## src/rwsc_defs.svh

```systemverilog
// Register offsets, field positions and reset values of the reset, wake and strap block
`ifndef RWSC_DEFS_SVH
`define RWSC_DEFS_SVH

// Register byte offsets
`define RWSC_OFF_CTRL        8'h00
`define RWSC_OFF_STATUS      8'h04
`define RWSC_OFF_INT_STAT    8'h08
`define RWSC_OFF_INT_MASK    8'h0c

// Control register fields
`define RWSC_CTRL_WAKE_EN    0
`define RWSC_CTRL_WAKE_POL   1
`define RWSC_CTRL_WAKE_OD    2
`define RWSC_CTRL_SLEEP      3
`define RWSC_CTRL_W          4

// Status register fields
`define RWSC_ST_ASLEEP       0
`define RWSC_ST_READ_DONE    1
`define RWSC_ST_SPEED        2
`define RWSC_ST_BUS32        3
`define RWSC_ST_XOVER        4
`define RWSC_ST_WAKE_IND     5
`define RWSC_ST_STRAP_VALID  6

// Interrupt status and mask fields
`define RWSC_INT_WAKE_EVT    0
`define RWSC_INT_HOST_WAKE   1
`define RWSC_INT_WR_DROP     2
`define RWSC_INT_W           3

// Reset values
`define RWSC_CTRL_RST        4'h0
`define RWSC_INT_RST         3'h0
`define RWSC_MASK_RST        3'h0
`define RWSC_SPEED_RST       1'b1
`define RWSC_BUS32_RST       1'b1

// AXI responses
`define RWSC_RESP_OKAY       2'h0
`define RWSC_RESP_SLVERR     2'h2

`endif

```

## src/rwsc_pkg.sv

```systemverilog
// Types shared by the reset, wake and strap block
package rwsc_pkg;

    typedef enum logic [0:0] {
        PWR_AWAKE = 1'b0,
        PWR_SLEEP = 1'b1
    } rwsc_pwr_t;

    typedef enum logic [2:0] {
        SEL_CTRL   = 3'h0,
        SEL_STATUS = 3'h1,
        SEL_INT    = 3'h2,
        SEL_MASK   = 3'h3,
        SEL_NONE   = 3'h4
    } rwsc_sel_t;

endpackage

```

## src/rwsc_strap_latch.sv

```systemverilog
// Captures the speed and bus width straps when the hardware reset is released
`timescale 1ns/1ns
`include "rwsc_defs.svh"
module rwsc_strap_latch
    import rwsc_pkg::*;
(
    // Clock and resets
    input  wire logic clk_i,
    input  wire logic reset_n_i,
    input  wire logic hw_reset_n_i,
    // Strap pins
    input  wire logic speed_strap_i,
    input  wire logic bus_width_strap_i,
    // Latched values
    output logic      speed_strap_o,
    output logic      bus_32bit_o,
    output logic      strap_valid_o
);

    // Valid drops in reset; first cycle after release captures
    always_ff @(posedge clk_i or negedge reset_n_i) begin
        if (!reset_n_i) begin
            strap_valid_o <= 1'b0;
            speed_strap_o <= `RWSC_SPEED_RST;
            bus_32bit_o   <= `RWSC_BUS32_RST;
        end else if (!hw_reset_n_i) begin
            strap_valid_o <= 1'b0;
            speed_strap_o <= `RWSC_SPEED_RST;
            bus_32bit_o   <= `RWSC_BUS32_RST;
        end else if (!strap_valid_o) begin
            strap_valid_o <= 1'b1;
            speed_strap_o <= speed_strap_i;
            bus_32bit_o   <= bus_width_strap_i;
        end
    end

    chk_strap_capture: assert property (@(posedge clk_i) disable iff (!reset_n_i)
        hw_reset_n_i && !strap_valid_o |=>
        strap_valid_o && speed_strap_o == $past(speed_strap_i)
        && bus_32bit_o == $past(bus_width_strap_i))
        else $error("strap not captured at reset release");

    chk_strap_hold: assert property (@(posedge clk_i) disable iff (!reset_n_i)
        strap_valid_o && hw_reset_n_i |=> $stable(speed_strap_o) && $stable(bus_32bit_o))
        else $error("latched strap changed during operation");

endmodule // rwsc_strap_latch

```

## src/rwsc_wake_pin.sv

```systemverilog
// Wake indicator pin driver with programmable polarity and push-pull or open-drain drive
`timescale 1ns/1ns
module rwsc_wake_pin
    import rwsc_pkg::*;
(
    // Clock and resets
    input  wire logic clk_i,
    input  wire logic reset_n_i,
    input  wire logic hw_reset_n_i,
    // Control
    input  wire logic assert_i,
    input  wire logic active_high_i,
    input  wire logic open_drain_i,
    // Pin
    output logic      wake_indicator_o,
    output logic      wake_indicator_oe_o
);

    logic level;

    // Electrical level the pin should show
    assign level = active_high_i ? assert_i : ~assert_i;

    // Open drain only pulls low and releases otherwise
    always_ff @(posedge clk_i or negedge reset_n_i) begin
        if (!reset_n_i) begin
            wake_indicator_o    <= 1'b0;
            wake_indicator_oe_o <= 1'b0;
        end else if (!hw_reset_n_i) begin
            wake_indicator_o    <= 1'b0;
            wake_indicator_oe_o <= 1'b0;
        end else if (open_drain_i) begin
            wake_indicator_o    <= 1'b0;
            wake_indicator_oe_o <= ~level;
        end else begin
            wake_indicator_o    <= level;
            wake_indicator_oe_o <= 1'b1;
        end
    end

    chk_pin_push_pull: assert property (@(posedge clk_i) disable iff (!reset_n_i)
        hw_reset_n_i && !open_drain_i |=>
        wake_indicator_oe_o && wake_indicator_o == ($past(assert_i) ~^ $past(active_high_i)))
        else $error("push-pull wake level wrong");

    chk_pin_open_drain: assert property (@(posedge clk_i) disable iff (!reset_n_i)
        hw_reset_n_i && open_drain_i |=>
        !wake_indicator_o && wake_indicator_oe_o == ($past(assert_i) ^ $past(active_high_i)))
        else $error("open-drain wake drive wrong");

endmodule // rwsc_wake_pin

```

## src/rwsc_top.sv

```systemverilog
// Reset, first-read gating, power-save wake, wake indicator and strap control
//
// Operation
// - Hardware reset low returns all logic to reset state except the AXI channel registers and the crossover enable output.
// - After reset or wake, host writes are ignored until one host read occurs.
// - When enabled, a wake event detected in power save asserts the wake indicator output.
// - Wake indicator has programmable polarity and push-pull or open-drain drive.
// - Wake events never leave power save; only a chip-selected host write does.
// - Any host write wakes the device from power save, whatever the data.
// - Crossover enable input high enables auto crossover, low disables it.
// - Speed strap is latched at reset release and picks default speed settings.
// - Bus width strap latched at reset release: high 32-bit, low 16-bit.
`timescale 1ns/1ns
`include "rwsc_defs.svh"
module rwsc_top
    import rwsc_pkg::*;
#(
    parameter int AXI_ADDR_W = 8
) (
    // Clock and reset
    input  wire logic                  clk_i,
    input  wire logic                  reset_n_i,
    // Hardware reset pin
    input  wire logic                  hw_reset_n_i,
    // Host bus cycle pins
    input  wire logic                  chip_select_n_i,
    input  wire logic                  write_strobe_n_i,
    input  wire logic                  read_strobe_n_i,
    output logic                       host_write_accept_o,
    // Wake event source and indicator pin
    input  wire logic                  wake_event_i,
    output logic                       wake_indicator_o,
    output logic                       wake_indicator_oe_o,
    output logic                       power_save_o,
    // Straps and crossover
    input  wire logic                  speed_strap_i,
    input  wire logic                  bus_width_strap_i,
    input  wire logic                  auto_crossover_enable_i,
    output logic                       speed_strap_o,
    output logic                       bus_32bit_o,
    output logic                       auto_crossover_en_o,
    // Interrupt
    output logic                       irq_o,
    // AXI4-Lite write address and data
    input  wire logic [AXI_ADDR_W-1:0] s_axi_awaddr,
    input  wire logic                  s_axi_awvalid,
    output logic                       s_axi_awready,
    input  wire logic [31:0]           s_axi_wdata,
    input  wire logic [3:0]            s_axi_wstrb,
    input  wire logic                  s_axi_wvalid,
    output logic                       s_axi_wready,
    // AXI4-Lite write response
    output logic [1:0]                 s_axi_bresp,
    output logic                       s_axi_bvalid,
    input  wire logic                  s_axi_bready,
    // AXI4-Lite read
    input  wire logic [AXI_ADDR_W-1:0] s_axi_araddr,
    input  wire logic                  s_axi_arvalid,
    output logic                       s_axi_arready,
    output logic [31:0]                s_axi_rdata,
    output logic [1:0]                 s_axi_rresp,
    output logic                       s_axi_rvalid,
    input  wire logic                  s_axi_rready
);

    function automatic rwsc_sel_t reg_sel(input logic [AXI_ADDR_W-1:0] addr);
        unique case (addr[7:0])
            `RWSC_OFF_CTRL:     reg_sel = SEL_CTRL;
            `RWSC_OFF_STATUS:   reg_sel = SEL_STATUS;
            `RWSC_OFF_INT_STAT: reg_sel = SEL_INT;
            `RWSC_OFF_INT_MASK: reg_sel = SEL_MASK;
            default:            reg_sel = SEL_NONE;
        endcase
    endfunction

    rwsc_pwr_t                   pwr_r;
    logic [`RWSC_CTRL_W-1:0]     ctrl_r;
    logic [`RWSC_INT_W-1:0]      int_stat_r;
    logic [`RWSC_INT_W-1:0]      int_mask_r;
    logic [`RWSC_INT_W-1:0]      int_set;
    logic                        read_done_r;
    logic                        wake_pend_r;
    logic                        wr_cycle_r;
    logic                        rd_cycle_r;
    logic                        host_wr_start;
    logic                        host_rd_start;
    logic                        strap_valid;
    logic [AXI_ADDR_W-1:0]       awaddr_r;
    logic [31:0]                 wdata_r;
    logic [3:0]                  wstrb_r;
    logic                        aw_got_r;
    logic                        w_got_r;
    logic                        do_write;
    rwsc_sel_t                   wsel;
    logic [31:0]                 rd_word;
    logic                        sleep_req;

    assign power_save_o = (pwr_r == PWR_SLEEP);

    // Host cycle starts at the assertion of strobe with chip select
    assign host_wr_start = !chip_select_n_i && !write_strobe_n_i && !wr_cycle_r;
    assign host_rd_start = !chip_select_n_i && !read_strobe_n_i && !rd_cycle_r;

    always_ff @(posedge clk_i or negedge reset_n_i) begin
        if (!reset_n_i) begin
            wr_cycle_r <= 1'b0;
            rd_cycle_r <= 1'b0;
        end else if (!hw_reset_n_i) begin
            wr_cycle_r <= 1'b0;
            rd_cycle_r <= 1'b0;
        end else begin
            wr_cycle_r <= !chip_select_n_i && !write_strobe_n_i;
            rd_cycle_r <= !chip_select_n_i && !read_strobe_n_i;
        end
    end

    // First read unlocks writes; waking from power save locks them again
    always_ff @(posedge clk_i or negedge reset_n_i) begin
        if (!reset_n_i) begin
            read_done_r <= 1'b0;
        end else if (!hw_reset_n_i) begin
            read_done_r <= 1'b0;
        end else if (power_save_o && host_wr_start) begin
            read_done_r <= 1'b0;
        end else if (host_rd_start && !power_save_o) begin
            read_done_r <= 1'b1;
        end
    end

    // Accepted host write pulse, suppressed before the first read
    always_ff @(posedge clk_i or negedge reset_n_i) begin
        if (!reset_n_i) begin
            host_write_accept_o <= 1'b0;
        end else if (!hw_reset_n_i) begin
            host_write_accept_o <= 1'b0;
        end else begin
            host_write_accept_o <= host_wr_start && read_done_r && !power_save_o;
        end
    end

    // Power state: software enters sleep, only a host write leaves it
    assign sleep_req = do_write && wsel == SEL_CTRL && wstrb_r[0]
                       && wdata_r[`RWSC_CTRL_SLEEP];

    always_ff @(posedge clk_i or negedge reset_n_i) begin
        if (!reset_n_i) begin
            pwr_r <= PWR_AWAKE;
        end else if (!hw_reset_n_i) begin
            pwr_r <= PWR_AWAKE;
        end else begin
            unique case (pwr_r)
                PWR_AWAKE: if (sleep_req) begin
                    pwr_r <= PWR_SLEEP;
                end
                PWR_SLEEP: if (host_wr_start) begin
                    pwr_r <= PWR_AWAKE;
                end
            endcase
        end
    end

    // Wake request held until the host wakes the device
    always_ff @(posedge clk_i or negedge reset_n_i) begin
        if (!reset_n_i) begin
            wake_pend_r <= 1'b0;
        end else if (!hw_reset_n_i) begin
            wake_pend_r <= 1'b0;
        end else if (power_save_o && wake_event_i && ctrl_r[`RWSC_CTRL_WAKE_EN]) begin
            wake_pend_r <= 1'b1;
        end else if (!power_save_o) begin
            wake_pend_r <= 1'b0;
        end
    end

    rwsc_wake_pin u_wake_pin (
        .clk_i               (clk_i),
        .reset_n_i           (reset_n_i),
        .hw_reset_n_i        (hw_reset_n_i),
        .assert_i            (wake_pend_r),
        .active_high_i       (ctrl_r[`RWSC_CTRL_WAKE_POL]),
        .open_drain_i        (ctrl_r[`RWSC_CTRL_WAKE_OD]),
        .wake_indicator_o    (wake_indicator_o),
        .wake_indicator_oe_o (wake_indicator_oe_o)
    );

    rwsc_strap_latch u_strap (
        .clk_i             (clk_i),
        .reset_n_i         (reset_n_i),
        .hw_reset_n_i      (hw_reset_n_i),
        .speed_strap_i     (speed_strap_i),
        .bus_width_strap_i (bus_width_strap_i),
        .speed_strap_o     (speed_strap_o),
        .bus_32bit_o       (bus_32bit_o),
        .strap_valid_o     (strap_valid)
    );

    always_ff @(posedge clk_i or negedge reset_n_i) begin
        if (!reset_n_i) begin
            auto_crossover_en_o <= 1'b0;
        end else begin
            auto_crossover_en_o <= auto_crossover_enable_i;
        end
    end

    // AXI write: address and data taken in either order
    assign s_axi_awready = !aw_got_r && !s_axi_bvalid;
    assign s_axi_wready  = !w_got_r && !s_axi_bvalid;
    assign do_write      = aw_got_r && w_got_r && !s_axi_bvalid;
    assign wsel          = reg_sel(awaddr_r);

    always_ff @(posedge clk_i or negedge reset_n_i) begin
        if (!reset_n_i) begin
            aw_got_r     <= 1'b0;
            w_got_r      <= 1'b0;
            awaddr_r     <= '0;
            wdata_r      <= 32'h0;
            wstrb_r      <= 4'h0;
            s_axi_bvalid <= 1'b0;
            s_axi_bresp  <= `RWSC_RESP_OKAY;
        end else begin
            if (s_axi_awvalid && s_axi_awready) begin
                aw_got_r <= 1'b1;
                awaddr_r <= s_axi_awaddr;
            end
            if (s_axi_wvalid && s_axi_wready) begin
                w_got_r <= 1'b1;
                wdata_r <= s_axi_wdata;
                wstrb_r <= s_axi_wstrb;
            end
            if (do_write) begin
                aw_got_r     <= 1'b0;
                w_got_r      <= 1'b0;
                s_axi_bvalid <= 1'b1;
                s_axi_bresp  <= (wsel == SEL_NONE) ? `RWSC_RESP_SLVERR : `RWSC_RESP_OKAY;
            end else if (s_axi_bvalid && s_axi_bready) begin
                s_axi_bvalid <= 1'b0;
            end
        end
    end

    // Control and mask registers; the sleep bit reads the power state
    always_ff @(posedge clk_i or negedge reset_n_i) begin
        if (!reset_n_i) begin
            ctrl_r     <= `RWSC_CTRL_RST;
            int_mask_r <= `RWSC_MASK_RST;
        end else if (!hw_reset_n_i) begin
            ctrl_r     <= `RWSC_CTRL_RST;
            int_mask_r <= `RWSC_MASK_RST;
        end else if (do_write && wstrb_r[0]) begin
            if (wsel == SEL_CTRL) begin
                ctrl_r <= {1'b0, wdata_r[`RWSC_CTRL_WAKE_OD:0]};
            end
            if (wsel == SEL_MASK) begin
                int_mask_r <= wdata_r[`RWSC_INT_W-1:0];
            end
        end
    end

    // Sticky events, write one to clear, a new event beats the clear
    always_comb begin
        int_set = '0;
        int_set[`RWSC_INT_WAKE_EVT]  = power_save_o && wake_event_i;
        int_set[`RWSC_INT_HOST_WAKE] = power_save_o && host_wr_start;
        int_set[`RWSC_INT_WR_DROP]   = host_wr_start && !power_save_o && !read_done_r;
    end

    always_ff @(posedge clk_i or negedge reset_n_i) begin
        if (!reset_n_i) begin
            int_stat_r <= `RWSC_INT_RST;
        end else if (!hw_reset_n_i) begin
            int_stat_r <= `RWSC_INT_RST;
        end else if (do_write && wstrb_r[0] && wsel == SEL_INT) begin
            int_stat_r <= (int_stat_r & ~wdata_r[`RWSC_INT_W-1:0]) | int_set;
        end else begin
            int_stat_r <= int_stat_r | int_set;
        end
    end

    assign irq_o = |(int_stat_r & int_mask_r);

    // AXI read
    assign s_axi_arready = !s_axi_rvalid;

    always_comb begin
        rd_word = 32'h0;
        unique case (reg_sel(s_axi_araddr))
            SEL_CTRL: begin
                rd_word[`RWSC_CTRL_W-1:0] = ctrl_r;
                rd_word[`RWSC_CTRL_SLEEP] = power_save_o;
            end
            SEL_STATUS: begin
                rd_word[`RWSC_ST_ASLEEP]      = power_save_o;
                rd_word[`RWSC_ST_READ_DONE]   = read_done_r;
                rd_word[`RWSC_ST_SPEED]       = speed_strap_o;
                rd_word[`RWSC_ST_BUS32]       = bus_32bit_o;
                rd_word[`RWSC_ST_XOVER]       = auto_crossover_en_o;
                rd_word[`RWSC_ST_WAKE_IND]    = wake_pend_r;
                rd_word[`RWSC_ST_STRAP_VALID] = strap_valid;
            end
            SEL_INT:  rd_word[`RWSC_INT_W-1:0] = int_stat_r;
            SEL_MASK: rd_word[`RWSC_INT_W-1:0] = int_mask_r;
            SEL_NONE: rd_word = 32'h0;
        endcase
    end

    always_ff @(posedge clk_i or negedge reset_n_i) begin
        if (!reset_n_i) begin
            s_axi_rvalid <= 1'b0;
            s_axi_rdata  <= 32'h0;
            s_axi_rresp  <= `RWSC_RESP_OKAY;
        end else if (s_axi_arvalid && s_axi_arready) begin
            s_axi_rvalid <= 1'b1;
            s_axi_rdata  <= rd_word;
            s_axi_rresp  <= (reg_sel(s_axi_araddr) == SEL_NONE) ? `RWSC_RESP_SLVERR
                                                                : `RWSC_RESP_OKAY;
        end else if (s_axi_rvalid && s_axi_rready) begin
            s_axi_rvalid <= 1'b0;
        end
    end

    chk_hw_reset_clears: assert property (@(posedge clk_i) disable iff (!reset_n_i)
        !hw_reset_n_i |=> pwr_r == PWR_AWAKE && !read_done_r && ctrl_r == '0
        && int_stat_r == '0 && !wake_pend_r)
        else $error("hardware reset left state behind");

    chk_write_gated: assert property (@(posedge clk_i) disable iff (!reset_n_i)
        !read_done_r |=> !host_write_accept_o)
        else $error("write accepted before first read");

    chk_first_read: assert property (@(posedge clk_i) disable iff (!reset_n_i)
        hw_reset_n_i && host_rd_start && !power_save_o |=> read_done_r)
        else $error("first read did not unlock writes");

    // Pin shows the asserted level for the drive and polarity in force
    chk_wake_request: assert property (@(posedge clk_i) disable iff (!reset_n_i)
        hw_reset_n_i && power_save_o && wake_event_i && ctrl_r[`RWSC_CTRL_WAKE_EN]
        |=> wake_pend_r ##2 (!$past(wake_pend_r) || !$past(hw_reset_n_i)
            || ($past(ctrl_r[`RWSC_CTRL_WAKE_OD])
                ? wake_indicator_oe_o != $past(ctrl_r[`RWSC_CTRL_WAKE_POL])
                : wake_indicator_o == $past(ctrl_r[`RWSC_CTRL_WAKE_POL]))))
        else $error("wake event did not raise indicator");

    chk_event_no_wake: assert property (@(posedge clk_i) disable iff (!reset_n_i)
        hw_reset_n_i && power_save_o && !host_wr_start |=> power_save_o)
        else $error("left power save without host write");

    chk_write_wakes: assert property (@(posedge clk_i) disable iff (!reset_n_i)
        hw_reset_n_i && power_save_o && host_wr_start
        |=> !power_save_o && !read_done_r && int_stat_r[`RWSC_INT_HOST_WAKE])
        else $error("host write did not wake device");

    chk_xover_follow: assert property (@(posedge clk_i) disable iff (!reset_n_i)
        1'b1 |=> auto_crossover_en_o == $past(auto_crossover_enable_i))
        else $error("crossover enable not following pin");

    chk_irq_level: assert property (@(posedge clk_i) disable iff (!reset_n_i)
        hw_reset_n_i && (int_set & int_mask_r) != '0 |=> irq_o)
        else $error("masked event did not raise interrupt");

endmodule // rwsc_top

```

## config.mk

```make
export PLATFORM = sky130hd
export DESIGN_NAME = rwsc_top
export DESIGN_NICKNAME = d
export VERILOG_FILES = /design/src/rwsc_pkg.sv /design/src/rwsc_strap_latch.sv /design/src/rwsc_wake_pin.sv /design/src/rwsc_top.sv
export VERILOG_INCLUDE_DIRS = /design/src /design/src/src
export SDC_FILE = /design/constraint.sdc
export NUM_CORES = 1
export LEC_CHECK = 0
export BUFFER_PORTS_ARGS = -buffer_cell sky130_fd_sc_hd__buf_2
export CAP_MARGIN = 20
export CORE_MARGIN = 5
export CORE_UTILIZATION = 45
export CTS_CLUSTER_DIAMETER = 40
export DETAILED_ROUTE_END_ITERATION = 12
export PLACE_DENSITY = 0.81
export SYNTH_ARGS = -nofsm -noshare
export SYNTH_HDL_FRONTEND = slang
export SYNTH_SLANG_ARGS = --single-unit
```

## constraint.sdc

```tcl
create_clock -name clk_i -period 2.1 [get_ports clk_i]
set_input_delay 0 -clock clk_i [delete_from_list [all_inputs] [get_ports clk_i]]
set_output_delay 0 -clock clk_i [all_outputs]
set_load 0.01 [all_outputs]
```

==> flow_summary.ini, run 1 <==
[run_status]
outcome = finished, final reports clean

[cts]
cts_tree = done
cts.path.max_buffers = 2
clk_latency_ps = 290
cts_root_buf = clkbuf_8
h-tree-depth = 2
cts_resized = 0
clk_pin_slew_ps = 80
cts.sinks = 47
cts_buffers = 5

[critical_path]
critPathMaxStageDelay_ps = 660
crit_type = flop to flop
crit_family = simple AND/OR/NAND/NOR gates
crit_chain = or4_1 > or4_4 > mux2i_1
arrival_ps = 2080
required_ps = 2280
cp-start-kind = flop
cp-end-kind = flop
path_buf_inv = 0
cp_max_fo = 6
critPathSlowestCell = or4_1

[synth]
synth_area_sq_um = 2240
synth-seq-cells = 47
synth_cells = 198
yosys_warnings = 0
ys_types = 37
seq_area_frac_synth_pct = 52.6
syn_avg_cell_area_sq_um = 11.3
synth-edff-count = 0
ys.flop_type = dfrtp_1
synthArstFlopShare_pct = 100

[grt]
grt-ovfl-total = 0
grt_start_max_net_pins = 20
grt_use_total_pct = 14.9
grt_pass1_vias = 1610
grt_pass1_wl_um = 7450
antenna_found_initial = 0

[sta]
setup_viol = 0
rsz0062_at_grt = no
finClkSkew_ps = 3.76
worstMarginPinSlew_ps = 581
slew_headroom_pct = 60.9
finalWorstSetupSlack_ps = 194
final.setup.tns_ps = 0
drv_slew = 0
hold_violations = 0
period_share_pct = 90.8
fin_crit_ps = 1910
fmax_ghz = 0.525

[route]
dr.pass1.iters = 6
drt-vias-per-instance = 4.72
num_vias = 1662
ant_nets = 0
drc = 0
drt_iter0_drc = 73
wire_per_inst_um = 13.4
wirelength_um = 4700

[floorplan]
start_util_pct = 46.8
die_y_um = 80.5
die_w_um = 80.5
dieArea_sq_um = 6490
ios = 116
rows = 25
core_sq_um = 4790

[run]
drv_cap = 0

[pwr]
p_sw_share_pct = 29.7
power_frac_seq_pct = 51.5
combPwrFrac_pct = 26.0
p_int_uw = 1680
power_frac_clock_pct = 22.5
leakage_uw = 0.00137
p_per_area_nw_per_um2 = 838
ir_drop_mv = 0.664
p_sw_uw = 710

[cells_and_area]
layout-drive-gt1-share_pct = 32.3
fin_nets = 352
num_antenna_cells = 0
area.growth.synth_to_final_pct = 27.3

[placed_design]
port_buffers = 57
preCtsSetupSlack_ps = 213
detailed_place_hpwl_um = 3610
gp_congestion = 0.820

[min_path]
hp-class = input pin to flop
[layout make-up]
class	instances	area [sq um]
clock buffer	6	82.6
clock inverter	1	5.00
fill	405	1930
inverter	6	22.5
multi-input combinational	137	898
sequential	47	1180
tap	67	83.8
timing repair buffer	88	581
[cells in the final DEF (no fill, tap or decap), types with 5 or more instances in the layout]
cell,Yosys,routed
conb_1,1,27
inv_1,6,6
dfrtp_1,45,45
nor2b_1,5,5
clkbuf_8,0,6
mux2i_1,9,9
nor2_1,8,8
dlygate4sd3_1,0,25
mux2_2,13,13
nand2_1,20,20
buf_2,1,57
a21oi_1,6,6
buf_4,27,6
nor3_1,7,7
[kinds of logic (layout without fill, tap and decap cells)]
group / count (synthesis) / count (layout) / share of synthesized area (%)
multiplexers: 25 / 25 / 13.6
buffers and inverters: 40 / 101 / 11.6
XOR/XNOR: 1 / 1 / 0.391
flip-flops: 47 / 47 / 52.6
AND/OR/NAND/NOR: 63 / 63 / 15.5
other: 1 / 27 / 0.167
AO/OA/AOI/OAI: 21 / 21 / 6.14
[worst paths after layout]
check                           startpoint                  end  slack [ps]  cells after the start
setup / recovery               awaddr_r[1]        int_mask_r[0]         190                      3
setup reg to reg               awaddr_r[1]        int_mask_r[0]         190                      3
max in group asynchronous        reset_n_i  u_strap.bus_32bit_o        1440                      3
hold reg to reg             s_axi_rdata[6]       s_axi_rdata[6]         480                      2
min in group asynchronous        reset_n_i       s_axi_rdata[6]          90                      2
hold / removal             s_axi_araddr[1]       s_axi_rresp[1]          20                      3
[metrics by stage]
stage	cell area, sq um	power (uW)	util (%)	hold WS, ps	instances
6_report	2850	2390	59.6	21.7	352
4_1_cts	2850	2420	59.6	15.9	352
5_1_grt	2850	2560	59.6	20.0	352
3_5_place_dp	2510	1840	52.5	-123	320
3_3_place_gp	2510	1810	52.5	-121	320
2_1_floorplan	2340	1660	-	-296	224
[flip-flops by register name, summed over array words and instances, names as in the netlist, 3 cells and up]
register and flops:
awaddr_r 8, ctrl_r 3, int_mask_r 3, int_stat_r 3
s_axi_rdata 7, wdata_r 4
[repair_timing]
action,in CTS,in global routing
hold buffers,25,0
buffers inserted,0,0
endpoints found under the hold margin,68,0
[power by group through the flow]
stage | sequential (uW) | clock [uW] | combinational, uW
after floorplan | 1220 | 0 | 438
after global placement | 1240 | 0 | 571
after detailed placement | 1250 | 0 | 591
after CTS | 1230 | 554 | 626
after global routing | 1260 | 609 | 687
final | 1230 | 538 | 621
[synthesized netlist by cell type, drive strengths merged (3+ instances only)]
| cell type | n | area (sq um) |
|---|---|---|
| dfrtp | 45 | 1130 |
| buf | 29 | 219 |
| nand2 | 20 | 75.1 |
| mux2 | 13 | 146 |
| mux2i | 9 | 90.1 |
| nor2 | 8 | 30.0 |
| nor3 | 7 | 35.0 |
| a21oi | 6 | 30.0 |
| inv | 6 | 22.5 |
| o21ai | 6 | 30.0 |
| clkbuf | 5 | 18.8 |
| nor2b | 5 | 31.3 |
| nor4 | 5 | 37.5 |
| or4 | 5 | 41.3 |
| a22o | 4 | 35.0 |
| mux4 | 3 | 67.6 |
[routing by layer]
metal | part of all wire, % | GRT usage (%) | routed length (um) | up-vias
met5 | 0 | 0 | 0 | -
met4 | 1.5 | 3.55 | 69 | 0
met3 | 7.3 | 4.60 | 343 | 8
met2 | 50 | 25.7 | 2360 | 62
met1 | 41 | 18.1 | 1940 | 782
li1 | - | - | - | 810
[tightest hold or removal path, cell delays in order]
cell and delay, ps:
buf_2 100, nor4_1 80, nor2_1 100
No activity file was read; power rests on OpenSTA's default activity.
==> run 2, diff against run 1 <==
--- a/config.mk
+++ b/config.mk
@@ -12,7 +12,8 @@
 export CORE_UTILIZATION = 45
 export CTS_CLUSTER_DIAMETER = 40
 export DETAILED_ROUTE_END_ITERATION = 12
-export PLACE_DENSITY = 0.81
+export PLACE_DENSITY = 0.83
 export SYNTH_ARGS = -nofsm -noshare
 export SYNTH_HDL_FRONTEND = slang
+export SYNTH_HIERARCHICAL = 1
 export SYNTH_SLANG_ARGS = --single-unit
==> run 2 against run 1 <==
Net effect:
- via count up 1.7%
- sequential power about the same
- cell count rose by 0.28%
- power up 6.2%
- synthesized cell count down 1.0%
- synthesized area fell by 0.78%
- die area decreased by 0.68%
- non-clock buffer count increased by 1
- worst hold slack improved by 11 ps
- critical endpoint unchanged
- highest routed layer unchanged
==> flow_summary.ini, run 2 <==
[run_status]
outcome = finished, final reports clean

[synth]
synth.area.mux_share_pct = 13.7
synth_area_sq_um = 2220
yosysTopAreaCellShare_pct = 50.7
synth-seq-cells = 47
synthAdderAreaFrac_pct = 0
synth_cells = 196
syn_avg_cell_area_sq_um = 11.3
yosys.area_share.simple_pct = 14.9
ys.flop_type = dfrtp_1
synth_common_cells = dfrtp_1, buf_4, nand2_1, mux2_2, mux2i_1
synth_compound_area_share_pct = 6.36
yosysTopAreaCell = dfrtp_1
synth.area.top_cells = dfrtp_1, buf_4, mux2_2
ys_types = 39
seq_area_frac_synth_pct = 53.0
synth-xor-area-share_pct = 0.394
synth-edff-count = 0
yosysMostFrequentCell = dfrtp_1
synthArstFlopShare_pct = 100
yosys_warnings = 6
synth_top_family_by_area = simple AND/OR/NAND/NOR gates

[floorplan]
die_w_um = 80.3
core_sq_um = 4750
die_y_um = 80.3
ios = 116
rows = 25
start_util_pct = 46.7
dieArea_sq_um = 6440

[cells_and_area]
final_common_cell = buf_2
fillers = 407
multiInputGateArea_sq_um = 887
largestRegisters = awaddr_r x8, s_axi_rdata x7, wdata_r x4
area.growth.synth_to_final_pct = 29.8
regMostFlops = awaddr_r
instances_no_fill = 353
seqCellArea_sq_um = 1180
mostFrequentLayoutCells = buf_2, dfrtp_1, conb_1
num_antenna_cells = 0
fin_nets = 352
layout-drive-gt1-share_pct = 32.2
largest_reg_flops = 8

[pwr]
leakage_uw = 0.00140
p_total_uw = 2540
p_per_area_nw_per_um2 = 880
ir_drop_mv = 0.796

[sta]
setup_viol = 0
worstMarginPinSlew_ps = 510
fmax_ghz = 0.522
period_share_pct = 91.2
slew_headroom_pct = 65.7
hold_violations = 0
finalWorstSetupSlack_ps = 185
drv_slew = 0
rsz0062_at_grt = no
finClkSkew_ps = 9.25
final.setup.tns_ps = 0
fin_crit_ps = 1910

[critical_path]
cp-start-kind = flop
cp_max_fo = 5
required_ps = 2290
crit_type = flop to flop
arrival_ps = 2100
cp-end-kind = flop

[grt]
grt_pass1_wl_um = 8290
grt_use_total_pct = 16.9
grt_pass1_vias = 1752
antenna_found_initial = 0
grt-ovfl-total = 0
grt_start_max_net_pins = 35

[route]
wirelength_um = 5010
wire_per_inst_um = 14.2
ant_nets = 0
dr.pass1.iters = 4
drt-vias-per-instance = 4.79
drc = 0
drt_iter0_drc = 94
num_vias = 1690

[cts]
cts_buffers = 5
cts_resized = 0
cts.path.max_buffers = 2
h-tree-depth = 2
clk_pin_slew_ps = 80
cts_root_buf = clkbuf_8
cts.sinks = 47
cts_tree = done
clk_latency_ps = 300

[placed_design]
preCtsSetupSlack_ps = 191
detailed_place_hpwl_um = 3660
dp_cells = 319
gp_congestion = 0.788
port_buffers = 57

[min_path]
hp-class = input pin to flop

[run]
drv_cap = 0
==> run 2: changes by cell type in the layout (fill, tap and decap cells not counted), moves of 2 or more <==
| cell | before | now |
|---|---|---|
| o21ai_0 | 3 | 5 |
| nand2_1 | 20 | 23 |
| nor3_1 | 7 | 4 |
| a21oi_1 | 6 | 4 |
| o21ai_1 | 3 | 0 |
==> run 2: logic make-up (layout without fill, tap and decap cells) <==
group,count (synthesis),in the layout
AO/OA/AOI/OAI,21,21
XOR/XNOR,1,1
buffers and inverters,40,104
flip-flops,47,47
multiplexers,25,25
other,1,27
AND/OR/NAND/NOR,61,61
==> run 2: metrics by stage <==
stage                     hold slack (ps)  util (%)  instance area [sq um]
after floorplan                      -296         -                   2320
after detailed placement            -97.6      52.7                   2510
after global routing                 37.5      60.7                   2880
final                                32.5      60.7                   2880
after global placement              -98.5      52.7                   2510
after CTS                            9.41      60.7                   2880
==> run 2: worst paths after layout <==
path | startpoint | end | slack (ps) | cells after the start
setup reg to reg | awaddr_r[1] | int_mask_r[0] | 190 | 3
setup / recovery | awaddr_r[1] | int_mask_r[0] | 190 | 3
max in group asynchronous | reset_n_i | awaddr_r[1] | 1260 | 3
min in group asynchronous | reset_n_i | s_axi_rdata[2] | 110 | 2
hold / removal | chip_select_n_i | read_done_r | 30 | 4
hold reg to reg | s_axi_rdata[5] | s_axi_rdata[5] | 480 | 2
==> run 2: area by class of cell <==
class | instances | share of cell area, %
clock inverter | 2 | 1.21
sequential | 47 | 40.9
clock buffer | 6 | 2.86
timing repair buffer | 89 | 20.5
multi-input combinational | 135 | 30.8
inverter | 7 | 0.911
tap | 67 | 2.91
==> run 2: critical path, stage by stage (launching register included) <==
cell and delay, ps:
dfrtp_1 380, or4_1 620, or4_1 650, mux2i_1 160
==> run 2: routing by layer <==
metal,GRT usage (%),vias to the layer above,wire length (um)
met4,5.57,0,72
li1,-,809,-
met5,0,-,0
met1,20.4,800,1990
met3,4.15,8,390
met2,29.3,73,2560
==> run 2: power breakdown <==
group | internal (uW) | switching, uW
logic | 334 | 286
clock network | 385 | 294
registers | 1090 | 153
==> run 2: timing repair <==
item,CTS,global route
setup endpoints to repair,0,0
hold endpoints to repair,36,0
buffers inserted,0,0
hold buffers,26,0
